[config.mk]
export PLATFORM = sky130hd
export DESIGN_NAME = line_monitor_billing_cid_control
export DESIGN_NICKNAME = d
export VERILOG_FILES = /design/src/lmon_pkg.sv /design/src/line_monitor_billing_cid_control.sv /design/src/serial_shifter.sv
export SDC_FILE = /design/constraint.sdc
export NUM_CORES = 1
export LEC_CHECK = 0
export CAP_MARGIN = 5
export CORE_MARGIN = 4
export CORE_UTILIZATION = 30
export DETAILED_ROUTE_END_ITERATION = 10
export DONT_BUFFER_PORTS = 1
export PLACE_DENSITY_LB_ADDON = 0.1
export SLEW_MARGIN = 10
export SYNTH_ARGS = -nofsm -noshare
export SYNTH_HDL_FRONTEND = slang
export SYNTH_SLANG_ARGS = --single-unit
[constraint.sdc]
create_clock -name clk -period 13.76 [get_ports clk]
set_input_delay 2.752 -clock clk [delete_from_list [all_inputs] [get_ports clk]]
set_output_delay 2.752 -clock clk [all_outputs]
set_load 0.01 [all_outputs]
[src/lmon_pkg.sv]
/*
  Shared constants for the line monitor, billing tone and caller ID control block:
  register offsets, field positions, thresholds, serial codes and timing counts.
  Assumes a 125 MHz system clock and an APB register bus with 32-bit data.
*/
package lmon_pkg;
  // ==========================================================
  // clock and timing
  localparam int CLK_HZ = 125_000_000;
  localparam int RECOVER_MS = 1000;
  localparam int RECOVER_CYC = (CLK_HZ / 1000) * RECOVER_MS;
  localparam int RAMP_STEP_NS = 4000;
  localparam int RAMP_STEP_CYC = RAMP_STEP_NS / (1_000_000_000 / CLK_HZ);
  localparam int SER_BIT_NS = 64;
  localparam int SER_BIT_CYC = SER_BIT_NS / (1_000_000_000 / CLK_HZ);

  // ==========================================================
  // register map
  localparam logic [7:0] ADDR_CTRL = 8'h00;
  localparam logic [7:0] ADDR_STATUS = 8'h04;
  localparam logic [7:0] ADDR_SAMPLE = 8'h08;
  localparam int CTRL_W = 11;
  localparam logic [CTRL_W-1:0] CTRL_RESET = 11'h000;
  localparam int CTL_SLOW_RAMP = 0;
  localparam int CTL_BT_EN = 1;
  localparam int CTL_MON_EN = 2;
  localparam int CTL_LP_MODE = 3;
  localparam int CTL_OFFHOOK = 4;
  localparam int CTL_RING_RST = 5;
  localparam int CTL_FULL_WAVE = 6;
  localparam int CTL_GAIN_LSB = 8;
  localparam int ST_ROV = 0;
  localparam int ST_BTD = 1;
  localparam int ST_OVL = 2;
  localparam int ST_RDP = 3;
  localparam int ST_RDN = 4;
  localparam int ST_RECOV = 5;

  // ==========================================================
  // line levels and serial codes
  localparam logic [11:0] OVERLOAD_MV = 12'h44C;
  localparam logic [7:0] LOOP_FULL = 8'hFF;
  localparam logic [7:0] LOOP_OFF = 8'h00;
  localparam logic [15:0] CODE_NEG = 16'h8000;
  localparam logic [15:0] CODE_POS = 16'h7FFF;
  localparam logic [15:0] CODE_FW_IDLE = 16'h04CC;

  // ==========================================================
  // attenuation coefficients, Q15
  localparam logic [15:0] ATT_0DB = 16'h7FFF;
  localparam logic [15:0] ATT_1DB = 16'h7215;
  localparam logic [15:0] ATT_2DB2 = 16'h635B;
  localparam logic [15:0] ATT_3DB5 = 16'h558B;
  localparam logic [15:0] ATT_5DB = 16'h47FA;

  typedef enum logic [2:0] {
    TERM_NORMAL = 3'b001,
    TERM_800 = 3'b010,
    TERM_RECOVER = 3'b100
  } term_state_t;

  typedef enum logic [1:0] {
    SER_IDLE = 2'b01,
    SER_SHIFT = 2'b10
  } ser_state_t;
endpackage

[src/line_monitor_billing_cid_control.sv]
/*
  Control logic of a line access arrangement: hook and loop current ramp, billing
  tone detector with sticky flags and 800 ohm termination, on-hook monitor ADC
  selection with attenuation, ring detect flags and the serial sample output.
  Assumes synchronous analog-side inputs and an APB master on the same clock.
*/
`timescale 1ns/10ps
// Contract
// - slow-ramp bit set: loop current ramps down gradually at on-hook.
// - billing tone detection only while billing enable bit is set.
// - receive overload flag sets when line signal exceeds 1.1 V peak.
// - detected flag sets on supply droop; termination goes to 800 ohm.
// - both sticky flags hold until host writes zero to them.
// - after disable, normal DC conditions return within about one second.
// - monitor bit enables on-hook ADC, samples forwarded to system side.
// - mode plus monitor bit selects the lower-power monitor ADC.
// - in low-power monitoring gain field selects 0/1/2.2/3.5/5 dB attenuation.
// - ring-coupling reset bit held by host resets ring coupling network.
// - low-power ADC samples delivered over internal serial output.
// - positive flag above threshold, negative below, none between.
module line_monitor_billing_cid_control #(
  parameter int RECOVER_CYCLES = lmon_pkg::RECOVER_CYC,
  parameter logic [15:0] RING_THRESH = 16'h1000
) (
  input wire logic clk,
  input wire logic arst_n,
  input wire logic [7:0] paddr,
  input wire logic psel,
  input wire logic penable,
  input wire logic pwrite,
  input wire logic [31:0] pwdata,
  output logic [31:0] prdata,
  output logic pready,
  output logic pslverr,
  input wire logic [11:0] line_peak_mv,
  input wire logic supply_low,
  input wire logic [15:0] ring_sample,
  input wire logic ring_sample_valid,
  output logic offhook_control,
  output logic [7:0] loop_current_level,
  output logic dc_term_800,
  output logic adc_normal_en,
  output logic adc_lowpower_en,
  output logic ring_coupling_reset,
  output logic full_wave_ring_enable,
  output logic internal_serial_out,
  output logic serial_frame
);
  import lmon_pkg::*;

  localparam int RCW = $clog2(RECOVER_CYCLES + 1);

  logic [CTRL_W-1:0] ctrl_reg;
  logic receive_overload_flag;
  logic billing_tone_detected_flag;
  logic overload_status;
  logic ring_detect_positive;
  logic ring_detect_negative;
  term_state_t term_reg;
  term_state_t term_next;
  logic [RCW-1:0] recov_cnt_reg;
  logic [15:0] ramp_div_reg;
  logic [7:0] ser_div_reg;
  logic ramp_tick;
  logic ser_tick;
  logic [15:0] samp_reg;
  logic samp_valid_reg;
  logic [15:0] word_reg;
  logic word_valid_reg;
  logic word_ready;
  logic [15:0] last_word_reg;

  logic setup_phase;
  logic wr_fire;
  logic wr_status;
  logic billing_tone_enable;
  logic onhook_monitor_enable;
  logic lp_mode;
  logic rov_set;
  logic btd_set;
  logic signed [15:0] ring_s;

  // ==========================================================
  // helpers
  function automatic logic addr_known(input logic [7:0] a);
    return (a == ADDR_CTRL) || (a == ADDR_STATUS) || (a == ADDR_SAMPLE);
  endfunction

  function automatic logic [15:0] attenuate(input logic [15:0] s, input logic [2:0] g);
    logic [15:0] coef;
    logic signed [31:0] prod;
    coef = ATT_0DB;
    prod = 32'sh0;
    case (g)
      3'h1: coef = ATT_1DB;
      3'h2: coef = ATT_2DB2;
      3'h3: coef = ATT_3DB5;
      3'h4: coef = ATT_5DB;
      default: coef = ATT_0DB;
    endcase
    prod = $signed(s) * $signed(coef);
    return prod[30:15];
  endfunction

  assign billing_tone_enable = ctrl_reg[CTL_BT_EN];
  assign onhook_monitor_enable = ctrl_reg[CTL_MON_EN];
  assign lp_mode = ctrl_reg[CTL_LP_MODE];
  assign setup_phase = psel && !penable;
  assign wr_fire = psel && penable && pready && pwrite;
  assign wr_status = wr_fire && (paddr == ADDR_STATUS);
  assign rov_set = line_peak_mv > OVERLOAD_MV;
  assign btd_set = billing_tone_enable && supply_low;
  assign ring_s = $signed(ring_sample);

  // ==========================================================
  // apb slave: no wait states, data sampled at setup
  always_ff @(posedge clk or negedge arst_n) begin
    if (!arst_n) begin
      pready <= 1'b0;
      pslverr <= 1'b0;
      prdata <= 32'h0000_0000;
    end else begin
      pready <= setup_phase;
      pslverr <= setup_phase && !addr_known(paddr);
      if (setup_phase) begin
        case (paddr)
          ADDR_CTRL: prdata <= {{(32-CTRL_W){1'b0}}, ctrl_reg};
          ADDR_STATUS: prdata <= {26'h0, term_reg == TERM_RECOVER, ring_detect_negative,
                                  ring_detect_positive, overload_status,
                                  billing_tone_detected_flag, receive_overload_flag};
          ADDR_SAMPLE: prdata <= {16'h0000, last_word_reg};
          default: prdata <= 32'h0000_0000;
        endcase
      end
    end
  end

  always_ff @(posedge clk or negedge arst_n) begin
    if (!arst_n) begin
      ctrl_reg <= CTRL_RESET;
    end else if (wr_fire && (paddr == ADDR_CTRL)) begin
      ctrl_reg <= pwdata[CTRL_W-1:0];
    end
  end

  // ==========================================================
  // billing tone flags; a set in the clear cycle wins
  always_ff @(posedge clk or negedge arst_n) begin
    if (!arst_n) begin
      receive_overload_flag <= 1'b0;
      billing_tone_detected_flag <= 1'b0;
      overload_status <= 1'b0;
    end else begin
      overload_status <= rov_set;
      if (rov_set) begin
        receive_overload_flag <= 1'b1;
      end else if (wr_status && !pwdata[ST_ROV]) begin
        receive_overload_flag <= 1'b0;
      end
      if (btd_set) begin
        billing_tone_detected_flag <= 1'b1;
      end else if (wr_status && !pwdata[ST_BTD]) begin
        billing_tone_detected_flag <= 1'b0;
      end
    end
  end

  // ==========================================================
  // dc termination: 800 ohm from detection until billing disable, then timed recovery
  always_comb begin
    term_next = term_reg;
    unique case (term_reg)
      TERM_NORMAL: begin
        if (billing_tone_detected_flag && billing_tone_enable) begin
          term_next = TERM_800;
        end
      end
      TERM_800: begin
        if (!billing_tone_enable) begin
          term_next = TERM_RECOVER;
        end
      end
      TERM_RECOVER: begin
        if (recov_cnt_reg == '0) begin
          term_next = TERM_NORMAL;
        end
      end
      default: term_next = TERM_NORMAL;
    endcase
  end

  always_ff @(posedge clk or negedge arst_n) begin
    if (!arst_n) begin
      term_reg <= TERM_NORMAL;
      dc_term_800 <= 1'b0;
      recov_cnt_reg <= '0;
    end else begin
      term_reg <= term_next;
      dc_term_800 <= term_next != TERM_NORMAL;
      if (term_reg == TERM_800) begin
        recov_cnt_reg <= RCW'(RECOVER_CYCLES - 1);
      end else if (recov_cnt_reg != '0) begin
        recov_cnt_reg <= recov_cnt_reg - RCW'(1);
      end
    end
  end

  // ==========================================================
  // hook and loop current ramp
  assign ramp_tick = ramp_div_reg == 16'h0000;
  assign ser_tick = ser_div_reg == 8'h00;

  always_ff @(posedge clk or negedge arst_n) begin
    if (!arst_n) begin
      ramp_div_reg <= 16'h0000;
      ser_div_reg <= 8'h00;
    end else begin
      ramp_div_reg <= ramp_tick ? 16'(RAMP_STEP_CYC - 1) : ramp_div_reg - 16'h0001;
      ser_div_reg <= ser_tick ? 8'(SER_BIT_CYC - 1) : ser_div_reg - 8'h01;
    end
  end

  // slow ramp trades hook release time for no inductive spike
  always_ff @(posedge clk or negedge arst_n) begin
    if (!arst_n) begin
      offhook_control <= 1'b0;
      loop_current_level <= LOOP_OFF;
    end else begin
      offhook_control <= ctrl_reg[CTL_OFFHOOK];
      if (ctrl_reg[CTL_OFFHOOK]) begin
        loop_current_level <= LOOP_FULL;
      end else if (!ctrl_reg[CTL_SLOW_RAMP]) begin
        loop_current_level <= LOOP_OFF;
      end else if (ramp_tick && (loop_current_level != LOOP_OFF)) begin
        loop_current_level <= loop_current_level - 8'h01;
      end
    end
  end

  // ==========================================================
  // monitor adc selection and ring network control
  always_ff @(posedge clk or negedge arst_n) begin
    if (!arst_n) begin
      adc_normal_en <= 1'b0;
      adc_lowpower_en <= 1'b0;
      ring_coupling_reset <= 1'b0;
      full_wave_ring_enable <= 1'b0;
    end else begin
      adc_normal_en <= onhook_monitor_enable && !lp_mode;
      adc_lowpower_en <= onhook_monitor_enable && lp_mode;
      ring_coupling_reset <= ctrl_reg[CTL_RING_RST];
      full_wave_ring_enable <= ctrl_reg[CTL_FULL_WAVE];
    end
  end

  // ==========================================================
  // ring detect flags and sample path
  always_ff @(posedge clk or negedge arst_n) begin
    if (!arst_n) begin
      ring_detect_positive <= 1'b0;
      ring_detect_negative <= 1'b0;
      samp_reg <= 16'h0000;
      samp_valid_reg <= 1'b0;
    end else begin
      samp_valid_reg <= ring_sample_valid && !ctrl_reg[CTL_OFFHOOK];
      if (ring_sample_valid) begin
        samp_reg <= ring_sample;
        ring_detect_positive <= ring_s > $signed(RING_THRESH);
        ring_detect_negative <= ring_s < -$signed(RING_THRESH);
      end
    end
  end

  // a word still waiting is replaced by the newer sample
  always_ff @(posedge clk or negedge arst_n) begin
    if (!arst_n) begin
      word_reg <= 16'h0000;
      word_valid_reg <= 1'b0;
      last_word_reg <= 16'h0000;
    end else begin
      if (samp_valid_reg) begin
        word_valid_reg <= 1'b1;
        if (onhook_monitor_enable && lp_mode) begin
          word_reg <= attenuate(samp_reg, ctrl_reg[CTL_GAIN_LSB +: 3]);
        end else if (onhook_monitor_enable) begin
          word_reg <= samp_reg;
        end else if (ctrl_reg[CTL_FULL_WAVE]) begin
          word_reg <= ring_detect_positive ? CODE_POS :
                      (ring_detect_negative ? CODE_NEG : CODE_FW_IDLE);
        end else begin
          word_reg <= ring_detect_positive ? CODE_POS : CODE_NEG;
        end
      end else if (word_ready) begin
        word_valid_reg <= 1'b0;
        last_word_reg <= word_reg;
      end
    end
  end

  serial_shifter u_shift (
    .clk(clk),
    .arst_n(arst_n),
    .bit_en(ser_tick),
    .word(word_reg),
    .word_valid(word_valid_reg && !samp_valid_reg),
    .word_ready(word_ready),
    .ser_out(internal_serial_out),
    .ser_frame(serial_frame)
  );
endmodule

[src/serial_shifter.sv]
/*
  Shifts one 16-bit word out MSB first on the internal serial output, one bit per
  bit-rate enable pulse, with a frame mark on the first bit.
  Assumes bit_en is a one-cycle pulse from a divider on the same clock.
*/
`timescale 1ns/10ps
module serial_shifter (
  input wire logic clk,
  input wire logic arst_n,
  input wire logic bit_en,
  input wire logic [15:0] word,
  input wire logic word_valid,
  output logic word_ready,
  output logic ser_out,
  output logic ser_frame
);
  import lmon_pkg::*;

  ser_state_t state_reg;
  logic [15:0] shift_reg;
  logic [3:0] cnt_reg;

  always_ff @(posedge clk or negedge arst_n) begin
    if (!arst_n) begin
      state_reg <= SER_IDLE;
      shift_reg <= 16'h0000;
      cnt_reg <= 4'h0;
      ser_out <= 1'b0;
      ser_frame <= 1'b0;
      word_ready <= 1'b0;
    end else begin
      word_ready <= (state_reg == SER_IDLE) && !word_valid;
      unique case (state_reg)
        SER_IDLE: begin
          if (word_valid && word_ready) begin
            shift_reg <= word;
            cnt_reg <= 4'hF;
            state_reg <= SER_SHIFT;
            word_ready <= 1'b0;
          end
        end
        SER_SHIFT: begin
          if (bit_en) begin
            ser_out <= shift_reg[15];
            ser_frame <= (cnt_reg == 4'hF);
            shift_reg <= {shift_reg[14:0], 1'b0};
            cnt_reg <= cnt_reg - 4'h1;
            if (cnt_reg == 4'h0) begin
              state_reg <= SER_IDLE;
            end
          end
        end
      endcase
    end
  end
endmodule
==> qor.txt <==
Outcome = finished clean
Largest net degree at the start of global routing = 178
Post-synthesis sequential area ratio = 26.7%
Top FF cell, synth = dfrtp_1
Clock tree buffer depth = 2
H-tree depth = 4
Die W = 243 um
Fillers = 5,632
Worst Path Max Fanout = 23
DIE AREA = 59,200 sq um
Post-DR vias/cell = 4.67
Area grow syn2layout = 7.95%
Fmax = 120 MHz
Reg clk slew, reported paths = 80 ps
Max Cap Viol = 0
Avg WL per Cell = 18.8 um
Post-synthesis register bit count = 177
Largest cells by area after synthesis = fa_1 28%, dfrtp_1 26%, ha_1 7.0%, inv_1 6.9%, nand2_1 5.2%
Post-cts repair resize count = 0
Setup CP Type = register to register
Initial antenna violation count = 2
Layout cells sized above 1 = 5.99%
Port Buffer Count = 0
Crit. End Element = register
Max Transition Viols Final = 0
Global placement routability congestion = 0.808
Ys async rst share = 100%
Post-CTS Setup Bufs = 0
Most common cell in the netlist = inv_1
Synthesis Warnings = 0
Vias in the first global route = 12,185
Post-synth top cells = 304 x inv_1, 230 x fa_1, 230 x nand2_1
Area share of the largest cell type after synthesis = 27.7%
Critical Path RT = 14,130 ps
Setup tns final = 0 ps
Startpoint types = register
Period utilisation layout = 60.6%
Yosys top cell by area = fa_1
Initial Util = 30.6%
Mapped Cells = 1,727
CP arrival = 8710 ps
RSZ-0062 raised after global routing = false
Hold Crit Class = register to register
Distinct cells, synth = 73
Antenna diode count = 0
Area of the core = 54,300 sq um
Post-layout util = 33.0%
Hpwl dp = 34,900 um
Number of DRC markers in iteration 0 = 624
I/O Pins = 125
Clk_lat worst skew = 460 ps
GRT Total Usage = 16.0%
Final wirelength = 45,900 um
Post-synthesis instance area = 16,600 sq um
Drt first pass iters = 4
Final Hold Viols = 0
Max reg flops = 27
# setup viols final = 0
Synthesized area per cell = 9.62 sq um
Die Y = 243 um
Nets@finish = 2,087
Vias post-DR = 11,409
ANT nets after route = 0
First-pass GRT wire length = 73,500 um
Drc violations = 0
Worst-margin pin slew = 1420 ps
Root Buffer = clkbuf_16
Slew HR = 4.14%
Post-synth EDFFs = 0
Placed Cells = 2,409
Hold-fix buffers at CTS = 0
CTS tree = built
Non-Filler Instances = 2,441
Num CTS Buffers = 17
Row count = 85
# clock sinks = 177
Min Tclk post-route = 8340 ps
Skew final = 17.6 ps
Gr ovfl total = 0
[layer usage]
metal	track usage (%)	part of all wire, %	vias up
met5	0	0	-
met4	2.72	0.95	0
met3	2.44	3.4	28
met2	25.5	45	176
met1	23.5	50	5857
li1	-	-	5348
[final cells by class]
type	count	area, sq um	area share, %
Multi-Input combinational cell	1173	10700	59.8
Sequential cell	177	4430	24.7
Inverter	305	1140	6.38
Tap cell	739	925	5.16
Clock buffer	17	425	2.37
Clock inverter	15	173	0.963
Timing Repair Buffer	15	113	0.628
[metrics by stage]
stage	hold WS, ps	instance area, sq um	worst slack [ps]
after floorplan	371	16700	6890
after global placement	424	17300	5440
after detailed placement	425	17300	5440
after CTS	441	17900	5400
after global routing	452	17900	4880
final	454	17900	5420
[path summary, 6_finish.rpt]
path,startpoint,to,slack [ps],cells after the start
hold / removal,ctrl_reg[5],ring_coupling_reset,450,0
setup / recovery,ctrl_reg[9],word_reg[15],5420,21
min in group asynchronous,arst_n,recov_cnt_reg[17],1980,0
hold reg to reg,ctrl_reg[5],ring_coupling_reset,450,0
setup reg to reg,ctrl_reg[9],word_reg[15],5420,21
max in group asynchronous,arst_n,u_shift.state_reg[0],11510,0
[placed cells by master, fill, tap and decap left out, types with 17 or more instances in the layout]
cell / instances
nand2_1: 229
nand3_1: 23
inv_1: 304
ha_1: 93
xnor2_1: 44
a21o_1: 20
fa_1: 230
and3_1: 32
mux2i_1: 24
dfrtp_1: 175
and2_1: 43
xor2_1: 22
mux2_2: 27
clkbuf_16: 17
o21ai_0: 44
nor2_1: 95
a21oi_1: 52
[cell families after synthesis]
kind of cell | after synthesis | share of synthesized area [%]
fa+ha+maj | 323 | 34.7
other cells | 1 | 0.0226
mux | 51 | 3.28
compound gates | 186 | 7.14
buf+inv | 392 | 9.24
flops | 177 | 26.7
xor+xnor | 66 | 3.48
simple gates | 531 | 15.4
[critical path, cell delays in order, from the launching register on]
cell and delay, ps:
dfrtp_1 660, or3b_2 680, and3_1 900, nand2_1 170, fa_1 530, inv_1 50
fa_1 480, fa_1 550, fa_1 540, fa_1 540, inv_1 50, fa_1 520
inv_1 40, ha_1 320, a21oi_1 290, o211ai_1 170, nor4b_1 340, a21oi_1 280
a221oi_1 530, o21ai_0 190, xnor2_1 180, o31ai_1 200
Power is left out: the tool's default activity adds up to more than one toggle a clock period on the data nets, which glitch-free logic cannot reach.
